===== config.mk =====
export PLATFORM = sky130hd
export DESIGN_NAME = mtf_regs
export DESIGN_NICKNAME = d
export VERILOG_FILES = /design/src/common/mtf_pkg.sv /design/src/common/mtf_cfg_if.sv /design/src/rtl/mtf_diag_force.sv /design/src/rtl/mtf_ref_ctl.sv /design/src/rtl/mtf_regs.sv
export SDC_FILE = /design/constraint.sdc
export NUM_CORES = 1
export LEC_CHECK = 0
export BUFFER_PORTS_ARGS = -buffer_cell sky130_fd_sc_hd__buf_2
export CAP_MARGIN = 20
export CORE_ASPECT_RATIO = 0.9
export CORE_UTILIZATION = 53
export CTS_CLUSTER_SIZE = 10
export DETAILED_ROUTE_END_ITERATION = 10
export PLACE_DENSITY_LB_ADDON = 0.12
export REMOVE_ABC_BUFFERS = 1
export SYNTH_ARGS = -nofsm -noshare
export SYNTH_HDL_FRONTEND = slang
export SYNTH_HIERARCHICAL = 1
export SYNTH_SLANG_ARGS = --single-unit
export TNS_END_PERCENT = 100

===== constraint.sdc =====
create_clock -name REF_CLK -period 3.1 [get_ports REF_CLK]
set_input_delay 0 -clock REF_CLK [delete_from_list [all_inputs] [get_ports REF_CLK]]
set_output_delay 0 -clock REF_CLK [all_outputs]
set_load 0.02 [all_outputs]

===== src/common/mtf_pkg.sv =====
// Constants and types shared by the monitor threshold/flag register slice.
// Assumes a single synchronous clock domain and six-byte register groups.
package mtf_pkg;

	localparam int GROUP_BYTES = 6;
	localparam int GROUP_W     = 48;
	localparam int THR_W       = 12;

	// Commands on the device command port
	typedef enum logic [3:0]
	{
		CMD_NOP         = 4'h0,
		CMD_GPIO_THR_WR = 4'h1,
		CMD_GPIO_THR_RD = 4'h2,
		CMD_FLAG_RD     = 4'h3,
		CMD_RET_UNLOCK  = 4'h4,
		CMD_RET_WR      = 4'h5,
		CMD_RET_RD      = 4'h6,
		CMD_CFGA_WR     = 4'h7,
		CMD_CFGA_RD     = 4'h8
	} mtf_cmd_t;

	// GPIO threshold group field positions (bit 0 = byte 0 bit 0)
	localparam int GPIO_LOW_LSB   = 0;
	localparam int GPIO_HIGH_LSB  = 12;
	localparam int GPIO_DELTA_LSB = 24;

	// Monitoring flag group positions
	localparam int FLAG_BYTE0_LSB  = 0;
	localparam int FLAG_CMP_BIT    = 8;
	localparam int FLAG_WD_BIT     = 9;
	localparam int FLAG_ACTIVE_BIT = 15;

	// Configuration A group positions
	localparam int CFGA_KEEP_BIT   = 0;
	localparam int CFGA_PTHR_LSB   = 1;
	localparam int CFGA_FLAGD_LSB  = 8;

	// Flag forcing bit positions
	localparam int FORCE_OSC_FAST  = 0;
	localparam int FORCE_THERMAL   = 4;

	// Values after reset
	localparam logic [11:0] THR_RST   = 12'h000;
	localparam logic        KEEP_RST  = 1'b0;
	localparam logic [2:0]  PTHR_RST  = 3'b001;
	localparam logic [7:0]  FLAGD_RST = 8'h00;
	localparam logic [47:0] RET_RST   = 48'h0000_0000_0000;
	localparam logic [47:0] GROUP_ZERO = 48'h0000_0000_0000;

endpackage


===== src/common/mtf_cfg_if.sv =====
// Configuration bits passed from the register bank to its helper blocks.
// Assumes the driving module owns every signal; sinks only read.
interface mtf_cfg_if;
	logic       ref_keep_on;
	logic [7:0] flag_force;

	modport ctrl      (output ref_keep_on, output flag_force);
	modport ref_side  (input ref_keep_on);
	modport diag_side (input flag_force);
endinterface


===== src/rtl/mtf_diag_force.sv =====
// Latent-fault flag forcing onto the diagnostic status bits.
// Assumes raw flags come from logic on the same clock.
module mtf_diag_force
(
	input  wire logic    clk,
	input  wire logic    rst_n,
	mtf_cfg_if.diag_side cfg,
	input  wire logic [7:0] raw,
	output logic      [7:0] status
);

	// Forcing only touches the reported status, never the raw path
	genvar i;
	generate
		for (i = 0; i < 8; i++)
		begin : g_bit
			always_ff @(posedge clk or negedge rst_n)
			begin
				if (!rst_n)
					status[i] <= 1'b0;
				else
					status[i] <= raw[i] | cfg.flag_force[i];
			end
		end
	endgenerate

endmodule


===== src/rtl/mtf_ref_ctl.sv =====
// Voltage reference power control.
// Assumes conversion and watchdog events are one-cycle pulses on clk.
module mtf_ref_ctl
(
	input  wire logic   clk,
	input  wire logic   rst_n,
	mtf_cfg_if.ref_side cfg,
	input  wire logic   conv_start,
	input  wire logic   conv_done,
	input  wire logic   wdt_timeout,
	output logic        ref_power
);

	typedef enum logic [0:0]
	{
		REF_OFF = 1'b0,
		REF_ON  = 1'b1
	} mtf_ref_state_t;

	mtf_ref_state_t state;
	mtf_ref_state_t next_state;
	logic           keep_on_d;
	wire            keep_on_rise = cfg.ref_keep_on && !keep_on_d;

	// Keep-on powers up only on its rising edge (conv_start also powers up), so a timeout really ends the hold
	always_comb
	begin
		next_state = state;
		case (state)
			REF_OFF:
				if (conv_start || keep_on_rise)
					next_state = REF_ON;
			REF_ON:
				if (cfg.ref_keep_on)
				begin
					if (wdt_timeout)
						next_state = REF_OFF;
				end
				else if (conv_done)
					next_state = REF_OFF;
			default:
				next_state = REF_OFF;
		endcase
	end

	always_ff @(posedge clk or negedge rst_n)
	begin
		if (!rst_n)
		begin
			state     <= REF_OFF;
			keep_on_d <= 1'b0;
			ref_power <= 1'b0;
		end
		else
		begin
			state     <= next_state;
			keep_on_d <= cfg.ref_keep_on;
			ref_power <= (next_state == REF_ON);
		end
	end

endmodule


===== src/rtl/mtf_regs.sv =====
// Monitor threshold, flag, retention and configuration register slice.
// Assumes the command port and all status inputs are driven on REF_CLK.
//
// Summary of operation
// - The GPIO threshold group holds 12-bit low, high and delta thresholds packed low bits first, upper unused bits zero.
// - Flag byte 0 reports the four GPIO then four cell flags, byte 1 the active state and two bus-bar flags, rest zero.
// - A 48-bit retained value is read and written most significant byte first via unlock, write and read commands.
// - With keep-on set the reference stays powered until watchdog timeout, otherwise it shuts down after conversion.
// - A 3-bit field selects the allowed difference between the two ADC paths, default 001.
// - A flag-forcing bit only sets the matching status flag and never triggers its real consequence.
// - Forcing bit 0 makes the oscillator check report a fast oscillator fault.
module mtf_regs
(
	input  wire logic        REF_CLK,
	input  wire logic        RESET_N,
	input  wire logic        CMD_VALID,
	input  wire logic [3:0]  CMD_CODE,
	input  wire logic [47:0] CMD_WDATA,
	output logic             RD_VALID,
	output logic      [47:0] RD_DATA,
	output logic             CMD_ERR,
	output logic             RET_WR_REJECT,
	input  wire logic [7:0]  MON_FLAGS,
	input  wire logic        MON_ACTIVE,
	input  wire logic        BUSBAR_WD,
	input  wire logic        BUSBAR_CMP,
	output logic      [11:0] GPIO_LOW_THR,
	output logic      [11:0] GPIO_HIGH_THR,
	output logic      [11:0] GPIO_DELTA_THR,
	output logic      [47:0] RETAINED_VALUE,
	output logic      [2:0]  PATH_CMP_THR,
	input  wire logic        CONV_START,
	input  wire logic        CONV_DONE,
	input  wire logic        WDT_TIMEOUT,
	output logic             REF_POWER,
	input  wire logic [7:0]  DIAG_RAW,
	output logic      [7:0]  DIAG_STATUS,
	output logic             THERMAL_POR_REQ
);

	parameter int THR_WIDTH = mtf_pkg::THR_W;

	// The packing of the threshold group only works for 12-bit fields
	if (THR_WIDTH != 12)
		$error("THR_WIDTH must be 12");

	////////////////////////////////////////////////////////////////////////////
	// Command decode

	mtf_pkg::mtf_cmd_t cmd;
	assign cmd = mtf_pkg::mtf_cmd_t'(CMD_CODE);

	wire is_gpio_wr  = CMD_VALID && (cmd == mtf_pkg::CMD_GPIO_THR_WR);
	wire is_gpio_rd  = CMD_VALID && (cmd == mtf_pkg::CMD_GPIO_THR_RD);
	wire is_flag_rd  = CMD_VALID && (cmd == mtf_pkg::CMD_FLAG_RD);
	wire is_unlock   = CMD_VALID && (cmd == mtf_pkg::CMD_RET_UNLOCK);
	wire is_ret_wr   = CMD_VALID && (cmd == mtf_pkg::CMD_RET_WR);
	wire is_ret_rd   = CMD_VALID && (cmd == mtf_pkg::CMD_RET_RD);
	wire is_cfga_wr  = CMD_VALID && (cmd == mtf_pkg::CMD_CFGA_WR);
	wire is_cfga_rd  = CMD_VALID && (cmd == mtf_pkg::CMD_CFGA_RD);
	wire is_nop      = CMD_VALID && (cmd == mtf_pkg::CMD_NOP);
	wire any_read    = is_gpio_rd || is_flag_rd || is_ret_rd || is_cfga_rd;
	wire any_known   = any_read || is_gpio_wr || is_unlock || is_ret_wr || is_cfga_wr || is_nop;

	////////////////////////////////////////////////////////////////////////////
	// Register state

	logic       reference_keep_on;
	logic [7:0] flag_force;
	logic       ret_unlocked;

	// Write accepted only when the previous command was the unlock
	wire ret_wr_ok  = is_ret_wr && ret_unlocked;
	wire ret_wr_bad = is_ret_wr && !ret_unlocked;

	////////////////////////////////////////////////////////////////////////////
	// Group images

	wire [47:0] gpio_group;
	wire [47:0] flag_group;
	wire [47:0] ret_group;
	wire [47:0] ret_wr_value;
	wire [47:0] cfga_group;

	assign gpio_group = {12'h000, GPIO_DELTA_THR, GPIO_HIGH_THR, GPIO_LOW_THR};

	assign flag_group = {32'h0000_0000, MON_ACTIVE, 5'b00000, BUSBAR_WD, BUSBAR_CMP, MON_FLAGS};

	assign cfga_group = {32'h0000_0000, flag_force, 4'h0, PATH_CMP_THR, reference_keep_on};

	// Group byte 0 carries the top byte of the retained value
	genvar k;
	generate
		for (k = 0; k < mtf_pkg::GROUP_BYTES; k++)
		begin : g_ret_byte
			assign ret_group[8*k +: 8]           = RETAINED_VALUE[47-8*k -: 8];
			assign ret_wr_value[47-8*k -: 8]     = CMD_WDATA[8*k +: 8];
		end
	endgenerate

	wire [47:0] next_rd_data =
		is_gpio_rd ? gpio_group :
		is_flag_rd ? flag_group :
		is_ret_rd  ? ret_group :
		is_cfga_rd ? cfga_group :
		RD_DATA;

	////////////////////////////////////////////////////////////////////////////
	// Threshold registers

	always_ff @(posedge REF_CLK or negedge RESET_N)
	begin
		if (!RESET_N)
		begin
			GPIO_LOW_THR   <= mtf_pkg::THR_RST;
			GPIO_HIGH_THR  <= mtf_pkg::THR_RST;
			GPIO_DELTA_THR <= mtf_pkg::THR_RST;
		end
		else if (is_gpio_wr)
		begin
			GPIO_LOW_THR   <= CMD_WDATA[mtf_pkg::GPIO_LOW_LSB +: 12];
			GPIO_HIGH_THR  <= CMD_WDATA[mtf_pkg::GPIO_HIGH_LSB +: 12];
			GPIO_DELTA_THR <= CMD_WDATA[mtf_pkg::GPIO_DELTA_LSB +: 12];
		end
	end

	////////////////////////////////////////////////////////////////////////////
	// Retention

	// Any command other than the unlock itself drops the unlock
	always_ff @(posedge REF_CLK or negedge RESET_N)
	begin
		if (!RESET_N)
			ret_unlocked <= 1'b0;
		else if (CMD_VALID)
			ret_unlocked <= is_unlock;
	end

	always_ff @(posedge REF_CLK or negedge RESET_N)
	begin
		if (!RESET_N)
			RETAINED_VALUE <= mtf_pkg::RET_RST;
		else if (ret_wr_ok)
			RETAINED_VALUE <= ret_wr_value;
	end

	////////////////////////////////////////////////////////////////////////////
	// Configuration A

	always_ff @(posedge REF_CLK or negedge RESET_N)
	begin
		if (!RESET_N)
		begin
			reference_keep_on <= mtf_pkg::KEEP_RST;
			PATH_CMP_THR      <= mtf_pkg::PTHR_RST;
			flag_force        <= mtf_pkg::FLAGD_RST;
		end
		else if (is_cfga_wr)
		begin
			reference_keep_on <= CMD_WDATA[mtf_pkg::CFGA_KEEP_BIT];
			PATH_CMP_THR      <= CMD_WDATA[mtf_pkg::CFGA_PTHR_LSB +: 3];
			flag_force        <= CMD_WDATA[mtf_pkg::CFGA_FLAGD_LSB +: 8];
		end
	end

	////////////////////////////////////////////////////////////////////////////
	// Read answer and command status

	always_ff @(posedge REF_CLK or negedge RESET_N)
	begin
		if (!RESET_N)
		begin
			RD_VALID      <= 1'b0;
			RD_DATA       <= mtf_pkg::GROUP_ZERO;
			CMD_ERR       <= 1'b0;
			RET_WR_REJECT <= 1'b0;
		end
		else
		begin
			RD_VALID      <= any_read;
			RD_DATA       <= next_rd_data;
			CMD_ERR       <= CMD_VALID && !any_known;
			RET_WR_REJECT <= ret_wr_bad;
		end
	end

	////////////////////////////////////////////////////////////////////////////
	// Consequence path

	// A forced thermal flag must not reset the part: only the raw flag counts
	always_ff @(posedge REF_CLK or negedge RESET_N)
	begin
		if (!RESET_N)
			THERMAL_POR_REQ <= 1'b0;
		else
			THERMAL_POR_REQ <= DIAG_RAW[mtf_pkg::FORCE_THERMAL];
	end

	////////////////////////////////////////////////////////////////////////////
	// Helpers

	mtf_cfg_if cfg ();

	assign cfg.ref_keep_on = reference_keep_on;
	assign cfg.flag_force  = flag_force;

	mtf_ref_ctl u_ref_ctl
	(
		.clk         (REF_CLK),
		.rst_n       (RESET_N),
		.cfg         (cfg.ref_side),
		.conv_start  (CONV_START),
		.conv_done   (CONV_DONE),
		.wdt_timeout (WDT_TIMEOUT),
		.ref_power   (REF_POWER)
	);

	// Bit 0 of the status is the oscillator check fast-fault report
	mtf_diag_force u_diag_force
	(
		.clk    (REF_CLK),
		.rst_n  (RESET_N),
		.cfg    (cfg.diag_side),
		.raw    (DIAG_RAW),
		.status (DIAG_STATUS)
	);

endmodule


== Word level (Yosys, flattened, before mapping) ==
Index checks and enable logic that the tools add are counted.
Storage, ports and cells
  logic and storage cells: 76
  flip-flop bits (word level): 159
  input port bits: 77
  output and inout bits: 148
Operators by class
  multiplexer cells: 9
  eq/ne operators: 8
  bitwise logic cells: 9
  reductions and logical operators: 27
Operators with widths (number)
  2-to-1 mux 48 bit: 4
  == test 4 x 3 -> 1 bit (second input constant): 4
  logical AND 1 bit: 13
  logical OR 1 bit: 9
  == test 4 x 2 -> 1 bit (second input constant): 2
  bitwise OR 1 bit: 8
  == test 4 x 1 -> 1 bit (second input constant): 1
  == test 4 bit (second input constant): 1
  zero test 4 bit: 1
  2-to-1 mux 1 bit: 4
  nonzero test 4 bit: 1
  zero test 1 bit: 3
  case mux 1 bit (2 select lines): 1
  NOT 1 bit: 1

== Depth between registers and ports, before layout ==
  word-level depth: 12
  depth in mapped cells: 6
  depth with buffers taken out: 5

== Modules after synthesis ==
The synthesis kept the hierarchy.
By module, submodules not included
  mtf_regs: cells an instance 418, sequential area each 3729.8 µm², area each 5925.7 µm², instances 1
  mtf_diag_force: cells an instance 16, sequential area each 200.2 µm², area each 250.2 µm², instances 1
  mtf_ref_ctl: cells an instance 6, sequential area each 50.0 µm², area each 83.8 µm², instances 1

== Worst setup path before layout ==
No wires, ideal clock.
  path kind: flip-flop to flip-flop
  from: reg ret_unlocked
  to: reg RETAINED_VALUE[23]
  setup time: 128 ps
  arrival time: 1367 ps
  clock period less this slack: 1495 ps
  required time: 2972 ps
  path buffers: 2
  stages on the path, launching flop included: 6
  path slack: 1605 ps
  cell sequence: dfrtp_1 -> inv_1 -> or3_1 -> buf_4 -> buf_6 -> mux2_1
On the way
  cells in the longest elaborated chain, start to end: 1
RTL lines
  start: declaration: line mtf_regs.sv:70  | logic ret_unlocked;
  start signal: assignment: line mtf_regs.sv:136  | ret_unlocked <= is_unlock;
  logical AND 1 bit: line mtf_regs.sv:73  | wire ret_wr_ok = is_ret_wr && ret_unlocked;
  end signal: assignment: line mtf_regs.sv:142  | RETAINED_VALUE <= mtf_pkg::RET_RST;
  end signal: assignment: line mtf_regs.sv:144  | RETAINED_VALUE <= ret_wr_value;
  end: declaration: line mtf_regs.sv:30  | output logic [47:0] RETAINED_VALUE,
Every way passes these cells.
A chain may end at the register's enable or synchronous reset.

== Worst setup path after layout ==
  from: in CMD_CODE[0]
  to: reg RD_DATA[2]
On the way
  cells in the longest elaborated chain, start to end: 5
  elaborated cells on any way between the ends: 12
  classes of those cells: eq/ne (4); mux (3); reduce/logical (5)
RTL lines
  start: declaration: line mtf_regs.sv:17  | input wire logic [3:0] CMD_CODE,
  == test 4 x 3 -> 1 bit: line mtf_regs.sv:58  | wire is_ret_rd = CMD_VALID && (cmd == mtf_pkg::CMD_RET_RD);
  logical AND 1 bit: line mtf_regs.sv:58
  2-to-1 mux 48 bit: line mtf_regs.sv:104  | is_ret_rd ? ret_group :
  2-to-1 mux 48 bit: line mtf_regs.sv:103  | is_flag_rd ? flag_group :
  2-to-1 mux 48 bit: line mtf_regs.sv:102  | is_gpio_rd ? gpio_group :
  end signal: assignment: line mtf_regs.sv:174  | RD_DATA <= mtf_pkg::GROUP_ZERO;
  end signal: assignment: line mtf_regs.sv:181  | RD_DATA <= next_rd_data;
  end: declaration: line mtf_regs.sv:20  | output logic [47:0] RD_DATA,
Several ways; a longest one is shown, not always the timed one.

==> metrics.md <==
| Metric | Value |
|---|---|
| Top_reg_cell synth | `dfrtp_1` |
| Hold buffer count at CTS | `72` |
| All-layer global routing usage | `0.284` |
| Die H | `105 um` |
| Die width | `roughly 120 um` |
| Vias in the first global route | `5,163` |
| Status | `complete, no violations` |
| CTS Buf Count | `17` |
| Clock Tree Root | `clkbuf_16` |
| Final #Nets | `approximately 810` |
| Most common cell on crit path | `buf_4` |
| Crit-path slowest cell | `nor3_2` |
| Max-cap violations | `0` |
| Slew HR | `0.285` |
| CTS Sinks | `between 150 and 200` |
| CP Capture Type | `flip-flop` |
| Final Cycle Share | `0.718` |
| Clock network fraction of total power | `0.339` |
| Most instantiated cells after synthesis | `dfrtp_1, mux2_2, inv_1` |
| Number of remaining DRC errors | `0` |
| Slew @ Worst Pin | `1.07 ns` |
| Seq pwr share | `0.445` |
| Dpl hpwl | `a little over 10,000 um` |
| CTS clk-pin slew, worst paths | `~0.06 ns` |
| Mean routed wirelength per cell | `~18 um` |
| Syn Inst Count | `440` |
| Routed WL | `around 17,000 um` |
| Seq cells post-synth | `roughly 160` |
| Slew Limit Fails | `0` |
| Sequential-to-total area share from yosys stat | `0.636` |
| Hold Path Class | `in2reg` |
| Synth area leaders | `dfrtp_1, mux2_2, mux2_1` |
| Largest net degree at the start of global routing | `86` |
| Min Hold Slack | `0.0214 ns` |
| Yosys warns | `6` |
| Worst setup SP type | `input port` |
| Initial core utilization | `0.545` |
| RSZ-0062 raised after global routing | `no` |
| Placement Rows | `37` |
| Most common cell in the netlist | `dfrtp_1` |
| Post-synth cell types | `30` |
| Post-synth EDFFs | `0` |
| Share of layout cells above drive strength 1 | `0.461` |
| Final ANT Viol Nets | `0` |
| IO Port Bufs | `between 200 and 250` |
| Psw | `1.70 mW` |
| DR vias/cell | `~5.4` |
| P&R area growth vs syn | `41.2%` |
| Clk buf depth | `2` |
| Worst endpoint required time | `3.36 ns` |
| Total gr overflow | `0` |
| Worst vdd ir | `between 0.4 and 0.5 mV` |
| Post-CTS Setup Inserts | `0` |
| Hold Violations, Final | `0` |
| Core Area | `11,500 sq um` |
| CP max FO | `23` |
| Synthesized area | `approximately 6300 sq um` |
| Initial antenna violation count | `0` |
| Minimum clock period | `~2.2 ns` |
| H-Tree Depth | `4` |
| Max incr delay on CP | `just over 0.7 ns` |
| First-pass GRT wire length | `26,000 um` |
| Critical path type | `in2reg` |
| Clock Latency Late Sink | `around 0.41 ns` |
| Max Clock Skew | `about 0.0083 ns` |
| # fillers | `approximately 760` |
| Iter 0 DRT Violations | `352` |
| Share of the synthesized area in the top cell type | `0.632` |
| Last weighted congestion value of the routability-driven placer | `between 0.8 and 0.9` |
| Final Util | `0.770` |
| DR vias | `4,861` |
| Combinational share of power | `0.215` |
| Final setup fails | `0` |
| N_diodes | `0` |
| Worst EP arrival | `roughly 2.5 ns` |
| Ports | `~230` |
| Int Pwr | `around 4.1 mW` |
| Avg Inst Size Synth | `about 14 sq um` |
| Pre-antenna DRT Iters | `7` |
| PD cells | `~660 nW/um^2` |
| CTS resizes | `0` |
| DIE AREA | `12,200 sq um` |
| Cell Chain, Critical Path | `dlygate4sd3_1 > buf_2 > buf_4 > nor3_2 > buf_4 > mux2i_1 > o221ai_1` |
| CTS tree | `yes` |
| Sw Ratio | `0.291` |
| Max Freq | `roughly 450 MHz` |
| Yosys top cell by area | `dfrtp_1` |
| Asr flop ratio synth | `1.00` |
| Static Leak | `between 4 and 5 nW` |
## flip-flops by register name (all words and copies together), names as in the netlist
signal	cells
ret_unlocked	1
GPIO_LOW_THR	12
u_ref_ctl/keep_on_d	1
PATH_CMP_THR	3
u_ref_ctl/state	1
GPIO_HIGH_THR	12
u_diag_force/status	8
THERMAL_POR_REQ	1
CMD_ERR	1
RET_WR_REJECT	1
RETAINED_VALUE	48
GPIO_DELTA_THR	12
cfg.flag_force	8
RD_DATA	48
RD_VALID	1
cfg.ref_keep_on	1
## metal layers
layer / wire length (um) / share of wire / global-route usage
met5: 0 / 0 / 0
met3: 1370 / 0.083 / 0.0829
met2: 8360 / 0.50 / 0.488
met4: 268 / 0.016 / 0.106
met1: 6600 / 0.40 / 0.334
## cells in the final DEF, fill, tap and decap left out, types with 2 or more instances in the layout
cell type,Yosys,layout
or2_1,9,9
mux2_1,20,20
buf_4,1,7
a22o_1,12,12
nand2_1,14,14
mux2_2,76,76
buf_2,11,223
clkbuf_1,11,2
mux2i_1,20,20
dfrtp_1,158,158
nor3b_1,5,5
nor2_1,9,9
clkbuf_8,0,6
o21ai_0,9,9
clkbuf_16,0,17
or2_2,2,2
a21oi_1,13,13
a222oi_1,20,20
clkinv_2,0,5
nand4bb_1,2,2
o221ai_1,7,7
inv_1,26,26
nand2b_1,2,2
dlygate4sd3_1,0,72
buf_12,0,2
## critical path, delay by kind of cell
| kind | cells | cell delay, ns |
|---|---|---|
| buf+inv | 4 | 1.35 |
| simple gates | 1 | 0.72 |
| mux | 1 | 0.26 |
| compound gates | 1 | 0.14 |
## layout make-up
type / count / area [sq um] / share of cell area
sequential: 159 / 3980 / 0.450
multi-input combinational: 228 / 2060 / 0.233
timing repair buffer: 305 / 1940 / 0.220
clock buffer: 25 / 515 / 0.0583
tap: 156 / 195 / 0.0221
inverter: 26 / 97.6 / 0.0110
clock inverter: 6 / 55.1 / 0.00623
## worst paths after layout
kind,startpoint,to,slack [ns],cells past startpoint
setup reg to reg,ret_unlocked$_DFFE_PN0P_,RETAINED_VALUE[25]$_DFFE_PN0P_,1.21,4
hold / removal,MON_FLAGS[7],RD_DATA[7]$_DFFE_PN0P_,0.02,5
max in group asynchronous,RESET_N,PATH_CMP_THR[0]$_DFFE_PN1P_,2.03,3
hold reg to reg,ret_unlocked$_DFFE_PN0P_,RET_WR_REJECT$_DFF_PN0_,0.46,1
min in group asynchronous,RESET_N,RD_DATA[5]$_DFFE_PN0P_,0.20,2
setup / recovery,CMD_CODE[0],RD_DATA[2]$_DFFE_PN0P_,0.87,7
## through the flow
step                setup WS (ns)  instances  total power [mW]  setup TNS, ns  cell area [sq um]
finish                      0.875        905              5.84              0               8840
global route                0.755        905              6.09              0               8840
CTS                         0.899        905              5.87              0               8840
detailed placement           1.06        802              3.80              0               7550
global placement             1.10        802              3.76              0               7550
floorplan                  -0.733        413              3.28         -29.19               6130
## power groups by stage
| stage | clock network, mW | registers, mW | logic (mW) |
|---|---|---|---|
| 2_1_floorplan | 0 | 2.95 | 0.327 |
| 3_3_place_gp | 0 | 2.61 | 1.15 |
| 3_5_place_dp | 0 | 2.62 | 1.17 |
| 4_1_cts | 2.01 | 2.59 | 1.26 |
| 5_1_grt | 2.11 | 2.64 | 1.34 |
| 6_report | 1.98 | 2.60 | 1.26 |
## logic make-up (layout without fill, tap and decap cells)
| logic type | count (synthesis) | count (layout) | share of synthesized area |
|---|---|---|---|
| DFF | 159 | 159 | 0.636 |
| muxes | 116 | 116 | 0.205 |
| AOI/OAI and AO/OA | 64 | 64 | 0.0808 |
| buffers and inverters | 53 | 362 | 0.0370 |
| and+or+nand+nor | 48 | 48 | 0.0418 |
Note: power is estimated with default switching activity, not from simulation.
